File: src/dtc_map.vh
// Register map, field positions, reset values and timing counts of the dual timer/counter.
// Assumes an 8-bit register port with a 4-bit word address.
`ifndef DTC_MAP_VH
`define DTC_MAP_VH

// ----------------------------------------
// Register offsets
// ----------------------------------------
`define DTC_OFS_CTRL    4'h0
`define DTC_OFS_MODE    4'h1
`define DTC_OFS_C0_LO   4'h2
`define DTC_OFS_C0_HI   4'h3
`define DTC_OFS_C1_LO   4'h4
`define DTC_OFS_C1_HI   4'h5
`define DTC_OFS_STAT    4'h6
`define DTC_OFS_MASK    4'h7

// ----------------------------------------
// Control register fields
// ----------------------------------------
`define DTC_CTL_C1_OVF  7
`define DTC_CTL_C1_RUN  6
`define DTC_CTL_C0_OVF  5
`define DTC_CTL_C0_RUN  4
`define DTC_CTL_X1_FLAG 3
`define DTC_CTL_X1_TYPE 2
`define DTC_CTL_X0_FLAG 1
`define DTC_CTL_X0_TYPE 0

// ----------------------------------------
// Mode register fields, per nibble
// ----------------------------------------
`define DTC_MOD_GATE    3
`define DTC_MOD_CT      2
`define DTC_MOD_C1_LSB  4
`define DTC_MOD_C0_LSB  0
`define DTC_MODE_PRE    2'h0
`define DTC_MODE_16     2'h1
`define DTC_MODE_RELOAD 2'h2
`define DTC_MODE_SPLIT  2'h3

// ----------------------------------------
// Status and mask bits
// ----------------------------------------
`define DTC_ST_C0_OVF   0
`define DTC_ST_C1_OVF   1
`define DTC_ST_X0       2
`define DTC_ST_X1       3

// ----------------------------------------
// Reset values and timing
// ----------------------------------------
`define DTC_RST_BYTE    8'h00
`define DTC_RST_STAT    4'h0
`define DTC_MC_DIV      12
`define DTC_PRE_MAX     5'h1F

`endif

File: src/dtc_sync.v
// Two-flop synchroniser with edge detection for the asynchronous pins.
// Assumes the pins are unrelated to ref_clk; the first flop feeds no logic.
module dtc_sync #(
  parameter W = 4
) (
  // Clock and reset
  input  wire         ref_clk,
  input  wire         rst_b,
  // Pins and conditioned views
  input  wire [W-1:0] pin_in,
  output wire [W-1:0] lvl,
  output wire [W-1:0] rise,
  output wire [W-1:0] fall
);

  reg [W-1:0] meta_q;
  reg [W-1:0] sync_q;
  reg [W-1:0] prev_q;

  // ----------------------------------------
  // Synchroniser
  // ----------------------------------------
  // Idle high so no false falling edge appears after reset
  always @(posedge ref_clk or negedge rst_b) begin
    if (!rst_b) begin
      meta_q <= {W{1'b1}};
      sync_q <= {W{1'b1}};
      prev_q <= {W{1'b1}};
    end else begin
      meta_q <= pin_in;
      sync_q <= meta_q;
      prev_q <= sync_q;
    end
  end

  assign lvl  = sync_q;
  assign rise = sync_q & ~prev_q;
  assign fall = ~sync_q & prev_q;

endmodule

File: src/dtc_counter.v
// One 16-bit timer/counter held as a low and a high byte, with four modes.
// Assumes count enables are one-cycle pulses on ref_clk; software writes win.
`include "dtc_map.vh"
module dtc_counter (
  // Clock and reset
  input  wire       ref_clk,
  input  wire       rst_b,
  // Count control
  input  wire       cnt_en,
  input  wire       hi_en,
  input  wire [1:0] mode,
  // Software access
  input  wire       wr_lo,
  input  wire       wr_hi,
  input  wire [7:0] wdata,
  output reg  [7:0] lo_q,
  output reg  [7:0] hi_q,
  // Overflow pulses
  output reg        ovf,
  output reg        ovf_hi
);

  reg [7:0] lo_d;
  reg [7:0] hi_d;

  function [7:0] inc8;
    input [7:0] v;
    begin
      inc8 = v + 8'h01;
    end
  endfunction

  // ----------------------------------------
  // Next count
  // ----------------------------------------
  always @* begin
    lo_d   = lo_q;
    hi_d   = hi_q;
    ovf    = 1'b0;
    ovf_hi = 1'b0;
    if (cnt_en) begin
      case (mode)
        `DTC_MODE_PRE: begin
          // Low five bits are the divide-by-32 prescaler
          if (lo_q[4:0] == `DTC_PRE_MAX) begin
            lo_d[4:0] = 5'h00;
            hi_d      = inc8(hi_q);
            ovf       = (hi_q == 8'hFF);
          end else begin
            lo_d[4:0] = lo_q[4:0] + 5'h01;
          end
        end
        `DTC_MODE_16: begin
          lo_d = inc8(lo_q);
          if (lo_q == 8'hFF) begin
            hi_d = inc8(hi_q);
            ovf  = (hi_q == 8'hFF);
          end
        end
        `DTC_MODE_RELOAD: begin
          if (lo_q == 8'hFF) begin
            lo_d = hi_q;
            ovf  = 1'b1;
          end else begin
            lo_d = inc8(lo_q);
          end
        end
        default: begin
          lo_d = inc8(lo_q);
          ovf  = (lo_q == 8'hFF);
        end
      endcase
    end
    if (hi_en && mode == `DTC_MODE_SPLIT) begin
      hi_d   = inc8(hi_q);
      ovf_hi = (hi_q == 8'hFF);
    end
    if (wr_lo) begin
      lo_d = wdata;
    end
    if (wr_hi) begin
      hi_d = wdata;
    end
  end

  always @(posedge ref_clk or negedge rst_b) begin
    if (!rst_b) begin
      lo_q <= `DTC_RST_BYTE;
      hi_q <= `DTC_RST_BYTE;
    end else begin
      lo_q <= lo_d;
      hi_q <= hi_d;
    end
  end

endmodule

File: src/dtc_top.v
// Dual 16-bit timer/counter with external interrupt flags and a register port.
// Assumes a core on ref_clk that strobes registers and pulses vector acknowledges.
//
// Our own choices: the placing of the registers and strobed register access.
`include "dtc_map.vh"

module dtc_top #(
  parameter MC_DIV = `DTC_MC_DIV
) (
  // Clock and reset
  input  wire       ref_clk,
  input  wire       rst_b,
  // Register port
  input  wire [3:0] reg_addr,
  input  wire [7:0] reg_wdata,
  input  wire       reg_wr,
  input  wire       reg_rd,
  output reg  [7:0] reg_rdata,
  // Pins
  input  wire       ext_irq0_pin,
  input  wire       ext_irq1_pin,
  input  wire       count0_pin,
  input  wire       count1_pin,
  // Vector acknowledges from the core
  input  wire       vec_ack_c0,
  input  wire       vec_ack_c1,
  input  wire       vec_ack_x0,
  input  wire       vec_ack_x1,
  // Requests to the core
  output reg        counter0_ovf_req,
  output reg        counter1_ovf_req,
  output reg        ext_irq0_req,
  output reg        ext_irq1_req,
  output reg        irq
);

  // ----------------------------------------
  // Declarations
  // ----------------------------------------
  reg  [7:0] ctrl_q;
  reg  [7:0] ctrl_d;
  reg  [7:0] mode_q;
  reg  [3:0] stat_q;
  reg  [3:0] stat_d;
  reg  [3:0] mask_q;
  reg  [7:0] mc_cnt_q;
  reg        mc_tick_q;
  reg  [7:0] rd_mux;
  reg  [3:0] ev;

  wire [3:0] pin_lvl;
  wire [3:0] pin_rise;
  wire [3:0] pin_fall;
  wire [7:0] c0_lo;
  wire [7:0] c0_hi;
  wire [7:0] c1_lo;
  wire [7:0] c1_hi;
  wire       c0_ovf;
  wire       c0_ovf_hi;
  wire       c1_ovf;

  wire [3:0] c0_cfg = mode_q[`DTC_MOD_C0_LSB +: 4];
  wire [3:0] c1_cfg = mode_q[`DTC_MOD_C1_LSB +: 4];
  wire [1:0] c0_mode = c0_cfg[1:0];
  wire [1:0] c1_mode = c1_cfg[1:0];
  wire       c0_run = ctrl_q[`DTC_CTL_C0_RUN];
  wire       c1_run = ctrl_q[`DTC_CTL_C1_RUN];
  wire       x0_type = ctrl_q[`DTC_CTL_X0_TYPE];
  wire       x1_type = ctrl_q[`DTC_CTL_X1_TYPE];

  wire       wr_ctrl = reg_wr && reg_addr == `DTC_OFS_CTRL;
  wire       wr_mode = reg_wr && reg_addr == `DTC_OFS_MODE;
  wire       wr_stat = reg_wr && reg_addr == `DTC_OFS_STAT;
  wire       wr_mask = reg_wr && reg_addr == `DTC_OFS_MASK;

  // ----------------------------------------
  // Pin conditioning
  // ----------------------------------------
  // Bits: 0 irq0, 1 irq1, 2 count0, 3 count1
  dtc_sync #(
    .W (4)
  ) u_sync (
    .ref_clk (ref_clk),
    .rst_b   (rst_b),
    .pin_in  ({count1_pin, count0_pin, ext_irq1_pin, ext_irq0_pin}),
    .lvl     (pin_lvl),
    .rise    (pin_rise),
    .fall    (pin_fall)
  );

  // ----------------------------------------
  // Machine cycle divider
  // ----------------------------------------
  always @(posedge ref_clk or negedge rst_b) begin
    if (!rst_b) begin
      mc_cnt_q  <= 8'h00;
      mc_tick_q <= 1'b0;
    end else if (mc_cnt_q == MC_DIV[7:0] - 8'h01) begin
      mc_cnt_q  <= 8'h00;
      mc_tick_q <= 1'b1;
    end else begin
      mc_cnt_q  <= mc_cnt_q + 8'h01;
      mc_tick_q <= 1'b0;
    end
  end

  // ----------------------------------------
  // Count enables
  // ----------------------------------------
  function count_enable;
    input       run;
    input [3:0] cfg;
    input       gate_pin;
    input       mc_tick;
    input       pin_fall_ev;
    reg         tick;
    begin
      tick = cfg[`DTC_MOD_CT] ? pin_fall_ev : mc_tick;
      count_enable = run && (!cfg[`DTC_MOD_GATE] || gate_pin) && tick;
    end
  endfunction

  // Gate bit and selector sit in each nibble of the mode register
  wire c0_en = count_enable(c0_run, c0_cfg, pin_lvl[0], mc_tick_q, pin_fall[2]);
  wire c1_en = count_enable(c1_run, c1_cfg, pin_lvl[1], mc_tick_q, pin_fall[3])
               && c1_mode != `DTC_MODE_SPLIT;
  // In split mode the upper half of counter 0 borrows counter 1 run bit
  wire c0_hi_en = c1_run && mc_tick_q;

  // ----------------------------------------
  // Counters
  // ----------------------------------------
  dtc_counter u_c0 (
    .ref_clk (ref_clk),
    .rst_b   (rst_b),
    .cnt_en  (c0_en),
    .hi_en   (c0_hi_en),
    .mode    (c0_mode),
    .wr_lo   (reg_wr && reg_addr == `DTC_OFS_C0_LO),
    .wr_hi   (reg_wr && reg_addr == `DTC_OFS_C0_HI),
    .wdata   (reg_wdata),
    .lo_q    (c0_lo),
    .hi_q    (c0_hi),
    .ovf     (c0_ovf),
    .ovf_hi  (c0_ovf_hi)
  );

  dtc_counter u_c1 (
    .ref_clk (ref_clk),
    .rst_b   (rst_b),
    .cnt_en  (c1_en),
    .hi_en   (1'b0),
    .mode    (c1_mode),
    .wr_lo   (reg_wr && reg_addr == `DTC_OFS_C1_LO),
    .wr_hi   (reg_wr && reg_addr == `DTC_OFS_C1_HI),
    .wdata   (reg_wdata),
    .lo_q    (c1_lo),
    .hi_q    (c1_hi),
    .ovf     (c1_ovf),
    .ovf_hi  ()
  );

  // ----------------------------------------
  // Hardware events
  // ----------------------------------------
  always @* begin
    ev = 4'h0;
    ev[`DTC_ST_C0_OVF] = c0_ovf;
    // Split counter 0 takes over the counter 1 flag
    ev[`DTC_ST_C1_OVF] = (c0_mode == `DTC_MODE_SPLIT) ? c0_ovf_hi : c1_ovf;
    ev[`DTC_ST_X0] = !x0_type && pin_fall[0];
    ev[`DTC_ST_X1] = !x1_type && (pin_rise[1] || pin_fall[1]);
  end

  // ----------------------------------------
  // Control register
  // ----------------------------------------
  // Software write, then vector clear, then hardware set: set wins
  always @* begin
    ctrl_d = wr_ctrl ? reg_wdata : ctrl_q;
    if (vec_ack_c0) begin
      ctrl_d[`DTC_CTL_C0_OVF] = 1'b0;
    end
    if (vec_ack_c1) begin
      ctrl_d[`DTC_CTL_C1_OVF] = 1'b0;
    end
    if (vec_ack_x0) begin
      ctrl_d[`DTC_CTL_X0_FLAG] = 1'b0;
    end
    if (vec_ack_x1) begin
      ctrl_d[`DTC_CTL_X1_FLAG] = 1'b0;
    end
    if (ev[`DTC_ST_C0_OVF]) begin
      ctrl_d[`DTC_CTL_C0_OVF] = 1'b1;
    end
    if (ev[`DTC_ST_C1_OVF]) begin
      ctrl_d[`DTC_CTL_C1_OVF] = 1'b1;
    end
    if (ev[`DTC_ST_X0]) begin
      ctrl_d[`DTC_CTL_X0_FLAG] = 1'b1;
    end
    if (ev[`DTC_ST_X1]) begin
      ctrl_d[`DTC_CTL_X1_FLAG] = 1'b1;
    end
  end

  // ----------------------------------------
  // Interrupt status, write one to clear
  // ----------------------------------------
  always @* begin
    stat_d = stat_q;
    if (wr_stat) begin
      stat_d = stat_q & ~reg_wdata[3:0];
    end
    stat_d = stat_d | ev;
  end

  // ----------------------------------------
  // Register state
  // ----------------------------------------
  always @(posedge ref_clk or negedge rst_b) begin
    if (!rst_b) begin
      ctrl_q <= `DTC_RST_BYTE;
      mode_q <= `DTC_RST_BYTE;
      stat_q <= `DTC_RST_STAT;
      mask_q <= `DTC_RST_STAT;
    end else begin
      ctrl_q <= ctrl_d;
      stat_q <= stat_d;
      if (wr_mode) begin
        mode_q <= reg_wdata;
      end
      if (wr_mask) begin
        mask_q <= reg_wdata[3:0];
      end
    end
  end

  // ----------------------------------------
  // Read path
  // ----------------------------------------
  always @* begin
    case (reg_addr)
      `DTC_OFS_CTRL:  rd_mux = ctrl_q;
      `DTC_OFS_MODE:  rd_mux = mode_q;
      `DTC_OFS_C0_LO: rd_mux = c0_lo;
      `DTC_OFS_C0_HI: rd_mux = c0_hi;
      `DTC_OFS_C1_LO: rd_mux = c1_lo;
      `DTC_OFS_C1_HI: rd_mux = c1_hi;
      `DTC_OFS_STAT:  rd_mux = {4'h0, stat_q};
      `DTC_OFS_MASK:  rd_mux = {4'h0, mask_q};
      default:        rd_mux = 8'h00;
    endcase
  end

  // Data stand only in the cycle after the strobe, zero otherwise
  always @(posedge ref_clk or negedge rst_b) begin
    if (!rst_b) begin
      reg_rdata <= 8'h00;
    end else begin
      reg_rdata <= reg_rd ? rd_mux : 8'h00;
    end
  end

  // ----------------------------------------
  // Requests to the core
  // ----------------------------------------
  // Level mode follows the synchronised pin, so a long low keeps requesting
  always @(posedge ref_clk or negedge rst_b) begin
    if (!rst_b) begin
      counter0_ovf_req <= 1'b0;
      counter1_ovf_req <= 1'b0;
      ext_irq0_req     <= 1'b0;
      ext_irq1_req     <= 1'b0;
      irq              <= 1'b0;
    end else begin
      counter0_ovf_req <= ctrl_d[`DTC_CTL_C0_OVF];
      counter1_ovf_req <= ctrl_d[`DTC_CTL_C1_OVF];
      ext_irq0_req     <= x0_type ? !pin_lvl[0] : ctrl_d[`DTC_CTL_X0_FLAG];
      ext_irq1_req     <= x1_type ? !pin_lvl[1] : ctrl_d[`DTC_CTL_X1_FLAG];
      irq              <= |(stat_d & mask_q);
    end
  end

endmodule

File: config.mk
export PLATFORM = sky130hd
export DESIGN_NAME = dtc_top
export DESIGN_NICKNAME = d
export VERILOG_FILES = /design/src/dtc_sync.v /design/src/dtc_counter.v /design/src/dtc_top.v
export VERILOG_INCLUDE_DIRS = /design/src
export SDC_FILE = /design/constraint.sdc
export NUM_CORES = 1
export LEC_CHECK = 0
export BUFFER_PORTS_ARGS = -buffer_cell sky130_fd_sc_hd__buf_2
export CAP_MARGIN = 10
export CORE_UTILIZATION = 54
export DETAILED_ROUTE_END_ITERATION = 10
export PLACE_DENSITY = 0.82
export SLEW_MARGIN = 20
export SYNTH_ARGS = -nofsm -noshare
export SYNTH_HDL_FRONTEND = slang
export SYNTH_SLANG_ARGS = --single-unit
File: constraint.sdc
create_clock -name ref_clk -period 2.25 [get_ports ref_clk]
set_input_delay 0.225 -clock ref_clk [delete_from_list [all_inputs] [get_ports ref_clk]]
set_output_delay 0.225 -clock ref_clk [all_outputs]
set_load 0.01 [all_outputs]
## Word level (Yosys, flattened, before mapping)

Cells that the tools add are included.

- Register bits: 90
- Input port bits: 24
- Output and inout bits: 13
- Logic and storage cells: 156

- $add $sub $neg: 7
- Equal/unequal tests: 26
- Multiplexer cells: 53
- Bitwise logic cells: 8
- Reductions and logical operators: 40

Operator list:

| operator | count |
|---|---|
| 8-bit 2-to-1 mux | 18 |
| 8-bit case mux with 8 select lines | 1 |
| 8-bit by 1-bit adder with 8-bit output (second input constant) | 5 |
| 8-bit equality test (second input constant) | 4 |
| 8-bit case mux with 2 select lines | 2 |
| 1-bit 2-to-1 mux | 23 |
| 5-bit case mux with 2 select lines | 2 |
| 1-bit logical AND | 17 |
| 4-bit by 3-bit equality test with 1-bit output (second input constant) | 4 |
| 4-bit bitwise AND | 3 |
| 3-bit case mux with 2 select lines | 2 |
| 5-bit by 1-bit adder with 5-bit output (second input constant) | 2 |
| 5-bit equality test (second input constant) | 2 |
| 5-bit 2-to-1 mux | 2 |
| 4-bit by 2-bit equality test with 1-bit output (second input constant) | 2 |
| 8-bit by 4-bit equality test with 1-bit output (second input constant) | 1 |
| 4-bit by 1-bit inequality test with 1-bit output (second input constant) | 2 |
| 4-bit inverter | 2 |
| 4-bit AND reduction | 2 |
| 2-bit equality test (second input constant) | 3 |
| 1-bit logical NOT | 6 |
| 3-bit by 1-bit inequality test with 1-bit output (second input constant) | 2 |
| 1-bit case mux with 3 select lines | 2 |
| 2-bit nonzero test | 3 |
| 15 further kinds | 22 |

## Depth between registers and ports, before layout

Gate-level depths: netlist of run 1.

- Word-level depth: 10
- Mapped depth: 8
- Mapped depth without buffers: 8

## Modules after synthesis

A second synthesis of run 1 with hierarchy kept.

- Cells, all modules: 523
- Area, all modules: 5256.3 µm²

By module, submodules not included:

| module | times used | cells each | area each (µm²) | sequential area each (µm²) |
|---|---|---|---|---|
| dtc_counter | 2 | 143 | 1262.5 | 400.4 |
| dtc_top | 1 | 217 | 2346.0 | 1101.1 |
| dtc_sync | 1 | 20 | 385.4 | 315.3 |

## Least setup slack after synthesis of run 1

No wires, ideal clock.

- Path kind: register to register
- Start point: reg u_c0.lo_q[0]
- End point: reg u_c0.lo_q[3]
- Library setup time: 121 ps
- Data arrival time: 1887 ps
- Data required time: 2129 ps
- Setup slack: 242 ps
- Stages on the path, launching flop included: 9
- Path buffers: 0
- Clock period less this slack: 2008 ps
- Path through: dfrtp_1 -> ha_1 -> and3_2 -> ha_1 -> nor3b_1 -> nor3_1 -> a21oi_1 -> o21ai_0 -> o22a_1

- Cells in the longest elaborated chain, start to end: 5
- Elaborated cells on any way between the ends: 9
- Classes of those cells: add/sub: 2; eq/ne: 2; mux: 5

Ends and longest elaborated chain:

| what | RTL line | RTL |
|---|---|---|
| start, declared | dtc_counter.v:16 | `output reg [7:0] lo_q,` |
| start signal, assigned | dtc_counter.v:88 | `` lo_q <= `DTC_RST_BYTE; `` |
| start signal, assigned | dtc_counter.v:91 | `lo_q <= lo_d;` |
| 8-bit by 1-bit adder with 8-bit output, or another cell as far along | dtc_counter.v:29 | `inc8 = v + 8'h01;` |
| 8-bit 2-to-1 mux / 5-bit 2-to-1 mux (equally long branches) | dtc_counter.v:61, dtc_counter.v:45 |  |
| 5-bit case mux with 2 select lines * | dtc_counter.v:42 | `case (mode)` |
| 8-bit 2-to-1 mux * | dtc_counter.v:41 | `if (cnt_en) begin` |
| 8-bit 2-to-1 mux * | dtc_counter.v:78 | `if (wr_lo) begin` |

Mark *: on every way between the ends. The rest lies on a longest branch, timed or not. The select of a mux whose other input is x is not followed.
A chain may end at the register's enable or synchronous reset.

## Final worst setup path of run 1

- Start point: reg u_c0.lo_q[1]
- End point: reg u_c0.hi_q[6]

- Cells in the longest elaborated chain, start to end: 3
- Elaborated cells on any way between the ends: 5
- Classes of those cells: eq/ne: 4; reduce/logical: 1

Ends and longest elaborated chain:

| what | RTL line | RTL |
|---|---|---|
| 8-bit equality test / 5-bit equality test (equally long branches) | -- |  |
| 4-bit by 1-bit inequality test with 1-bit output (no line) | -- |  |
| 4-bit AND reduction (no line) * | -- |  |
| end signal, assigned | dtc_counter.v:89 | `` hi_q <= `DTC_RST_BYTE; `` |
| end signal, assigned | dtc_counter.v:92 | `hi_q <= hi_d;` |
| end, declared | dtc_counter.v:17 | `output reg [7:0] hi_q,` |

Mark *: on every way between the ends. The rest lies on a longest branch, timed or not.

==> impl_metrics.csv, run 1 <==
group,metric,value,unit
global_routing,grt_pass1_wl,21700,µm
global_routing,grt_max_degree,36,
worst_setup_path,required,2500,ps
cells_and_area,diodes,0,
place,place.port_buffers,36,
place,dp_hpwl,9470,µm
floorplan,start_util,56.6,%
floorplan,fp.dieW,98.3,µm
sta,slew_headroom,49.0,%
cells_and_area,syn_to_final_growth,12.5,%
clock_tree,cts.clk_slew.worst_paths,90,ps
yosys,synth-edff-count,0,
sta,slew_viol_final,0,
global_routing,antenna_found_initial,0,
sta,setup_violations,0,
cells_and_area,mostFrequentLayoutCells,"dfrtp_1, nand2_1, nor2_1, buf_2, o21ai_0",
worst_setup_path,critPathCaptureType,"flip-flop",
power,pwr_density_cell,929,mW/mm²
clock_tree,cts_sinks,88,
floorplan,io_pins,37,
yosys,synth_area_per_cell,10.1,µm²
route,drt-total-wl,13200,µm
yosys,synth_compound_area_share,15.5,%
flow_run,cap_violations,0,
route,detail_route.wl_per_cell,20.0,µm
worst_setup_path,critPathTopFamily,"compound AO/OA/AOI/OAI gates",
worst_setup_path,crit_path_max_incr_delay,410,ps
yosys,synthDistinctLibCells,73,
worst_setup_path,start_kind,"flip-flop",
clock_tree,htree_levels,3,
power,ir_worst_vdd,0.475,mV
route,first_iter_violations,394,
yosys,synthXorXnorAreaFrac,4.54,%
sta,hold_viol,0,
worst_setup_path,critPathKind,"flip-flop to flip-flop",
yosys,synth_mux_area_share,10.9,%
yosys,syn_area,0.00501,mm²
clock_tree,cts_tree,"built",
clock_tree,cts_setup_buffers,0,
worst_setup_path,crit_buf_inv,1,
sta,fin_setup_tns,0,ps
yosys,synth_top_family_by_area,"simple AND/OR/NAND/NOR gates",
route,dr.pass1.iters,7,
sta,skew,8.03,ps
clock_tree,cts_root_buf,"clkbuf_8",
worst_setup_path,arrival,2360,ps
route,vias,4251,
global_routing,grt_pass1_vias,4222,
place,globalplace.congestion,0.975,
global_routing,overflow,0,
floorplan,die_area,0.00967,mm²
outcome,status,"finished clean",
floorplan,num_rows,34,
cells_and_area,fill_cells,706,
global_routing,track_usage,29.3,%
route,vias_per_cell,6.45,
yosys,synth_seq_area_share,44.2,%
yosys,synth-async-reset-ratio,100,%
clock_tree,numCtsBuffers,9,
yosys,synthAdderAreaFrac,1.75,%
worst_setup_path,crit_fanout,7,
worst_setup_path,crit_chain,"ha_2 -> and3_2 -> ha_1 -> inv_1 -> o221a_4 -> a2111oi_2 -> xnor2_1 -> a21oi_1",
place,dpl-instance-area,0.00537,mm²
place,dp.cells,638,
cells_and_area,final_nets,577,
route,drc_errors,0,
yosys,postSynthCellCount,497,
yosys,yosys.area_share.simple,20.5,%
yosys,ys.flop_type,"dfrtp_1",
floorplan,core-area,0.00885,mm²
hold_path,worstHoldPathType,"input pin to flip-flop",
sta,rsz0062_at_grt,"no",
yosys,synth_nets,528,
route,ant_nets,0,
cells_and_area,mostFrequentLayoutCell,"dfrtp_1",
sta,max_clock_freq,475,MHz
cells_and_area,final_layout_size_suffix_gt1_share,23.0,%
sta,fin_crit_sh,93.6,%
worst_setup_path,cpMaxStageDelayCell,"dfrtp_1",
yosys,yosys_warnings,0,
clock_tree,clk_latency,370,ps
yosys,yosys_register_bits,88,
power,power.leakage,2.33,nW
cells_and_area,stdcell_count,659,
sta,post-route-min-period,2110,ps
sta,worstMarginPinSlew,758,ps
cells_and_area,final_area,0.00564,mm²
clock_tree,cts.path.max_buffers,2,
floorplan,die_h,98.3,µm
-- per-stage QoR --
stage	total power [mW]	hold WS [ps]	utilization, %	setup WS, ps
after floorplan	3.44	-70.6	-	242
after global placement	3.93	200	60.7	212
after detailed placement	4.01	203	60.7	149
after CTS	5.21	52.8	63.7	110
after global routing	5.53	60.1	63.7	8.88
final	5.24	58.1	63.7	143
-- power breakdown --
part	total (mW)	switching [mW]	internal (mW)
clock network	1.20	0.573	0.627
logic	1.54	0.775	0.769
registers	2.49	0.559	1.93
-- per-layer routing --
| metal | GRT usage (%) | up-vias | wire length [µm] | part of all wire (%) |
|---|---|---|---|---|
| met5 | 0 | - | 0 | 0 |
| met3 | 7.30 | 30 | 1140 | 8.6 |
| met1 | 39.1 | 2094 | 5460 | 41 |
| met4 | 12.5 | 0 | 430 | 3.3 |
| li1 | - | 1908 | - | - |
| met2 | 45.8 | 219 | 6170 | 47 |
-- state kept, by name, summed over array words and instances (netlist names) --
signal	count
mask_q	4
u_c0.lo_q	8
stat_q	4
reg_rdata	8
u_c0.hi_q	8
u_c1.lo_q	8
ext_irq0_req	1
mode_q	8
u_c1.hi_q	8
irq	1
ext_irq1_req	1
ctrl_q	8
u_sync.meta_q	4
u_sync.prev_q	4
u_sync.lvl	4
mc_tick_q	1
mc_cnt_q	8
-- synthesized netlist by cell type, types with 6 or more instances --
cell type | instances | area, µm²
xor2_1 | 8 | 70.1
nand2_1 | 52 | 195
nand4_1 | 6 | 37.5
nor3_1 | 10 | 50.1
nand2b_1 | 8 | 50.1
mux2_2 | 21 | 236
dfrtp_1 | 76 | 1900
a211oi_1 | 11 | 82.6
mux4_2 | 6 | 135
dfstp_2 | 12 | 315
nor2_1 | 50 | 188
o21ai_0 | 33 | 165
nor2b_1 | 10 | 62.6
nand3_1 | 14 | 70.1
nor3b_1 | 9 | 67.6
a21oi_1 | 24 | 120
inv_1 | 7 | 26.3
clkbuf_1 | 8 | 30.0
xnor2_1 | 18 | 158
ha_1 | 7 | 87.6
and3_1 | 7 | 43.8
mux2i_1 | 15 | 150
-- timing repair --
| action | in CTS | in global routing |
|---|---|---|
| hold buffers | 5 | 0 |
| gates resized for setup | 0 | 1 |
| hold endpoints to repair | 31 | 0 |
| endpoints found under the setup margin | 0 | 2 |
-- area by class of cell --
type / count / area, µm² / area share, %
multi-input cells: 381 / 2670 / 47.3
flip-flops and latches: 88 / 2220 / 39.3
repair buffers: 59 / 380 / 6.75
well taps: 108 / 135 / 2.40
clock buffers: 11 / 131 / 2.33
clock inverters: 5 / 81.3 / 1.44
inverters: 7 / 26.3 / 0.466
-- final timing paths --
path / cells after the start / start / slack [ps] / endpoint
worst max-delay path: 8 / u_c0.lo_q[1]$_DFFE_PN0P_ / 140 / u_c0.hi_q[6]$_DFFE_PN0P_
worst min-delay path: 2 / vec_ack_c1 / 60 / ctrl_q[7]$_DFF_PN0_
worst max register to register: 8 / u_c0.lo_q[1]$_DFFE_PN0P_ / 140 / u_c0.hi_q[6]$_DFFE_PN0P_
worst min register to register: 0 / u_sync.meta_q[3]$_DFF_PN1_ / 360 / u_sync.lvl[3]$_DFF_PN1_
max in group asynchronous: 3 / rst_b / 1200 / u_sync.prev_q[3]$_DFF_PN1_
min in group asynchronous: 2 / rst_b / 350 / u_c1.lo_q[1]$_DFFE_PN0P_
-- cells by family after synthesis --
logic type / after synthesis
adder cells (fa/ha/maj): 7
multiplexers: 43
flip-flops: 88
AO/OA/AOI/OAI: 113
AND/OR/NAND/NOR: 192
buffers and inverters: 28
XOR/XNOR: 26
Note: power is estimated with default switching activity, not from simulation.
==> run 2, diff against run 1 <==
Settings changed: ABC_AREA from default to 1, ABC_CLOCK_PERIOD_IN_PS from default to 2250.
==> run 2 against run 1 <==
Clock power about the same. Count of clock-buffer cells in the layout decreased by 2. Sequential share of layout area increased by 1.4 points. Clock skew decreased by 2.2 ps. Cell count increased by 20%. Area after synthesis decreased by 3.3%. Worst hold slack improved by 17 ps. Critical path type unchanged.
==> impl_metrics.csv, run 2 <==
group,metric,value,unit
power,pwr_density_cell,926,mW/mm²
sta,setup_violations,0,
sta,max_clock_freq,519,MHz
worst_setup_path,start_kind,"flip-flop",
cells_and_area,final_layout_size_suffix_gt1_share,14.2,%
route,vias_per_cell,5.75,
route,drt-total-wl,13400,µm
yosys,postSynthCellCount,625,
place,globalplace.congestion,1.00,
yosys,synth-edff-count,0,
yosys,yosys_register_bits,88,
global_routing,track_usage,29.9,%
floorplan,io_pins,37,
clock_tree,cts_setup_buffers,0,
place,dp.cells,768,
route,first_iter_violations,376,
cells_and_area,diodes,0,
floorplan,start_util,55.6,%
sta,post-route-min-period,1930,ps
place,place.port_buffers,36,
floorplan,die_h,96.7,µm
worst_setup_path,crit_fanout,10,
sta,slew_headroom,63.3,%
floorplan,fp.dieW,96.7,µm
flow_run,cap_violations,0,
cells_and_area,stdcell_count,789,
cells_and_area,mostFrequentLayoutCells,"nand2_1, inv_1, dfrtp_1, o21ai_0, nand3_1",
outcome,status,"finished clean",
worst_setup_path,required,2510,ps
power,power.leakage,2.72,nW
yosys,synth.area.top_cells,"dfrtp_1, nand2_1, o21ai_0",
yosys,synth_seq_area_share,45.8,%
sta,fin_setup_tns,0,ps
floorplan,core-area,0.00872,mm²
clock_tree,cts_tree,"built",
clock_tree,htree_levels,3,
yosys,synth_area_per_cell,7.75,µm²
hold_path,worstHoldPathType,"input pin to flip-flop",
yosys,ys.flop_type,"dfrtp_1",
route,drc_errors,0,
worst_setup_path,crit_chain,"ha_1 -> nand2_1 -> nor2_1 -> ha_1 -> inv_1 -> a21oi_1 -> nand3b_1 -> nand2_1 -> o211ai_1",
worst_setup_path,critPathKind,"flip-flop to flip-flop",
place,dp_hpwl,10200,µm
sta,whs,74.8,ps
sta,hold_viol,0,
yosys,synth_nets,656,
clock_tree,cts_root_buf,"clkbuf_8",
worst_setup_path,crit_path_max_incr_delay,420,ps
worst_setup_path,arrival,2180,ps
cells_and_area,mostFrequentLayoutCell,"nand2_1",
yosys,ys_top_cells_by_count,"nand2_1, inv_1, dfrtp_1",
route,vias,4537,
sta,slew_viol_final,0,
place,pre_cts_ws,368,ps
global_routing,grt_pass1_wl,21800,µm
route,dr.pass1.iters,5,
power,ir_worst_vdd,0.488,mV
sta,worstMarginPinSlew,546,ps
clock_tree,cts.path.max_buffers,2,
yosys,yosys.area.top_type,"dfrtp_1",
cells_and_area,final_area,0.00545,mm²
clock_tree,clk_latency,380,ps
yosys,yosysMostFrequentCell,"nand2_1",
floorplan,num_rows,34,
cells_and_area,fill_cells,748,
cells_and_area,final_nets,707,
cells_and_area,post-route-util,62.5,%
clock_tree,cts.clk_slew.worst_paths,100,ps
yosys,synth-async-reset-ratio,100,%
sta,layout_setup_ws,323,ps
yosys,syn_area,0.00484,mm²
sta,skew,5.85,ps
clock_tree,numCtsBuffers,9,
route,ant_nets,0,
yosys,synthDistinctLibCells,36,
global_routing,grt_pass1_vias,4311,
sta,rsz0062_at_grt,"no",
place,dpl-instance-area,0.00518,mm²
yosys,synth_top_area_share,39.3,%
clock_tree,cts_sinks,88,
route,detail_route.wl_per_cell,17.0,µm
global_routing,overflow,0,
yosys,yosys_warnings,0,
cells_and_area,syn_to_final_growth,12.4,%
power,power.total,5.04,mW
global_routing,antenna_found_initial,0,
floorplan,die_area,0.00935,mm²
worst_setup_path,cpMaxStageDelayCell,"dfrtp_1",
worst_setup_path,critPathCaptureType,"flip-flop",
global_routing,grt_max_degree,56,
sta,fin_crit_sh,85.7,%
-- run 2: cell types whose count changed after synthesis, sizes merged, moves of 10 or more --
cell	previous run	this run
nor2b	10	0
nand2	52	160
xnor2	18	0
o21ai	35	75
xor2	8	18
mux2	21	0
mux2i	15	0
o22ai	2	16
inv	7	93
nand3	14	47
-- run 2: per-layer routing --
metal  global-route usage (%)  vias up  wire length, µm
li1                         -     2151                -
met4                     15.6        0              660
met3                     6.94       49             1010
met5                        0        -                0
met2                     46.5      199             6240
met1                     38.9     2138             5490
-- run 2: critical path: cells and delay by family (launching register included) --
family / cells / cell delay [ps]
AOI/OAI and AO/OA: 2 / 280
buffers and inverters: 1 / 90
adders and majority gates: 2 / 420
DFF: 1 / 420
and+or+nand+nor: 4 / 610
-- run 2: path summary, 6_finish.rpt --
check,start,end,slack [ps],depth (start not counted)
min reg2reg,u_sync.meta_q[0]$_DFF_PN1_,u_sync.lvl[0]$_DFF_PN1_,360,0
min in group asynchronous,rst_b,u_c1.lo_q[2]$_DFFE_PN0P_,330,2
max in group asynchronous,rst_b,u_sync.meta_q[0]$_DFF_PN1_,1240,3
max,u_c1.lo_q[1]$_DFFE_PN0P_,u_c1.hi_q[3]$_DFFE_PN0P_,320,9
min,vec_ack_x0,ctrl_q[1]$_DFF_PN0_,70,2
max reg2reg,u_c1.lo_q[1]$_DFFE_PN0P_,u_c1.hi_q[3]$_DFFE_PN0P_,320,9
-- run 2: repair_timing --
| action | in CTS | in global routing |
|---|---|---|
| resized for setup | 0 | 0 |
| setup endpoints to repair | 0 | 0 |
| hold buffers | 5 | 0 |
| hold endpoints to repair | 37 | 0 |
-- run 2: logic make-up (layout without fill, tap and decap cells) --
family | Yosys count | in the layout | share of synthesized area, %
AOI/OAI and AO/OA | 140 | 140 | 16.1
xor gates and xnor gates | 18 | 18 | 3.25
adders and majority gates | 7 | 7 | 1.81
buffers and inverters | 99 | 155 | 7.88
DFF | 88 | 88 | 45.8
and+or+nand+nor | 273 | 273 | 25.2
-- run 2: power breakdown --
part,switching (mW),internal (mW)
registers,0.431,1.96
clock network,0.668,0.552
logic,0.899,0.530
total,2.00,3.04
-- run 2: layout make-up --
type                            instances  area (µm²)  area share (%)
Clock buffer                            9         124            2.27
Clock inverter                          7        92.6            1.70
Inverter                               93         349            6.41
Multi-Input combinational cell        438        2250            41.2
Sequential cell                        88        2220            40.7
Tap cell                              108         135            2.48
Timing Repair Buffer                   46         283            5.19
==> run 3, diff against run 2 <==
Settings changed: ABC_CLOCK_PERIOD_IN_PS 2250 to 2000, RECOVER_POWER from default to 100.
Clock period 2.25 ns to 2 ns, I/O delays scaled along.
==> run 3 against run 2 <==
Register-to-register slack worse by 200 ps. Sequential share of layout area is 0.10 points lower. Non-clock buffer count is 6 higher. Sequential cell count stayed put.
==> impl_metrics.csv, run 3 (synthesis results as in run 2) <==
group,metric,value,unit
route,vias,4491,
route,dr.pass1.iters,6,
route,drc_errors,0,
clock_tree,cts.clk_slew.worst_paths,100,ps
cells_and_area,final_nets,713,
global_routing,track_usage,28.6,%
global_routing,grt_max_degree,89,
sta,whs,54.5,ps
clock_tree,cts_sinks,88,
sta,hold_viol,0,
hold_path,min-delay-start,"vec_ack_x0",
hold_path,worstHoldPathType,"input pin to flip-flop",
sta,slew_viol_final,0,
route,top_layer,"met4",
power,power.leakage,2.68,nW
route,wl_met2,6180,µm
worst_setup_path,cp-startpoint,"u_c1.lo_q[1]$_DFFE_PN0P_",
clock_tree,cts.path.max_buffers,2,
route,ant_nets,0,
place,dp.cells,772,
global_routing,antenna_found_initial,0,
floorplan,die_area,0.00935,mm²
flow_run,cap_violations,0,
cells_and_area,syn_to_final_growth,12.7,%
route,vias_per_cell,5.65,
global_routing,grt_pass1_wl,20900,µm
floorplan,fp.dieW,96.7,µm
floorplan,die_h,96.7,µm
route,first_iter_violations,362,
route,detail_route.wl_per_cell,16.5,µm
floorplan,io_pins,37,
cells_and_area,mostFrequentLayoutCells,"nand2_1, inv_1, dfrtp_1, o21ai_0, nand3_1",
outcome,status,"finished clean",
clock_tree,htree_levels,3,
sta,fin_crit_sh,93.9,%
power,pwr_density_cell,1040,mW/mm²
cells_and_area,final_layout_size_suffix_gt1_share,11.8,%
clock_tree,cts_tree,"built",
cells_and_area,diodes,0,
clock_tree,cts_root_buf,"clkbuf_8",
global_routing,overflow,0,
sta,rsz0062_at_grt,"yes",
floorplan,start_util,55.6,%
clock_tree,numCtsBuffers,9,
sta,skew,13.4,ps
clock_tree,clk_latency,370,ps
worst_setup_path,required,2280,ps
place,dp_hpwl,9920,µm
sta,slew_headroom,22.4,%
cells_and_area,mostFrequentLayoutCell,"nand2_1",
worst_setup_path,critPathCaptureType,"flip-flop",
worst_setup_path,arrival,2160,ps
global_routing,grt_pass1_vias,4251,
sta,max_clock_freq,532,MHz
floorplan,num_rows,34,
worst_setup_path,critPathKind,"flip-flop to flip-flop",
floorplan,core-area,0.00872,mm²
cells_and_area,stdcell_count,795,
route,drt-total-wl,13200,µm
route,met3_length,985,µm
worst_setup_path,start_kind,"flip-flop",
sta,fin_setup_tns,0,ps
cells_and_area,post-route-util,62.6,%
route,met1_length,5370,µm
place,place.port_buffers,36,
worst_setup_path,crit_fanout,6,
sta,post-route-min-period,1880,ps
place,globalplace.congestion,1.06,
sta,setup_violations,0,
sta,worstMarginPinSlew,1160,ps
worst_setup_path,r2r_start,"u_c1.lo_q[1]$_DFFE_PN0P_",
power,ir_worst_vdd,0.525,mV
cells_and_area,fill_cells,747,
-- run 3: power breakdown --
part / total [mW] / internal [mW] / switching, mW
registers: 2.68 / 2.21 / 0.471
clock network: 1.41 / 0.717 / 0.689
logic: 1.58 / 0.586 / 0.994
-- run 3: per-layer routing --
metal  global-route usage [%]  vias to the layer above
met1                     36.7                     2077
met5                        0                        -
met4                     14.4                        0
met2                     46.2                      202
met3                     5.35                       50
li1                         -                     2162
-- run 3: path summary, 6_finish.rpt --
path	slack (ps)	end	cells past startpoint
worst max-delay path	120	u_c1.hi_q[2]$_DFFE_PN0P_	10
worst min-delay path	50	ctrl_q[1]$_DFF_PN0_	2
worst max register to register	120	u_c1.hi_q[2]$_DFFE_PN0P_	10
worst min register to register	360	u_sync.lvl[3]$_DFF_PN1_	0
max in group asynchronous	530	u_c0.lo_q[7]$_DFFE_PN0P_	3
min in group asynchronous	740	reg_rdata[3]$_DFF_PN0_	3
-- run 3: metrics by stage --
stage	power, mW	setup WS, ps	instance area [µm²]
floorplan	3.69	206	4840
global placement	4.21	197	5210
detailed placement	4.25	106	5210
CTS	5.67	102	5490
global route	6.01	-24.8	5460
finish	5.66	121	5460
-- run 3: worst max-delay path, stage by stage, from the launching register on --
cell      delay, ps
dfrtp_1         410
ha_1            200
nand2_1          60
nor2_1          130
ha_1            200
inv_1            80
a21oi_1         160
nand3b_1        180
nor2_4          210
nand2_1          80
o211ai_1         90
-- run 3: area by class of cell --
class | count | area (µm²) | share of cell area (%)
sequential | 88 | 2220 | 40.6
clock buffer | 9 | 124 | 2.27
inverter | 93 | 349 | 6.39
timing repair buffer | 52 | 289 | 5.29
tap | 108 | 135 | 2.47
multi-input combinational | 438 | 2240 | 41.1
clock inverter | 7 | 103 | 1.88
-- run 3: timing repair --
action	in CTS	in global routing
setup buffers	0	2
endpoints found under the setup margin	0	10
endpoints found under the hold margin	80	0
resized for setup	0	2
hold buffers	5	0
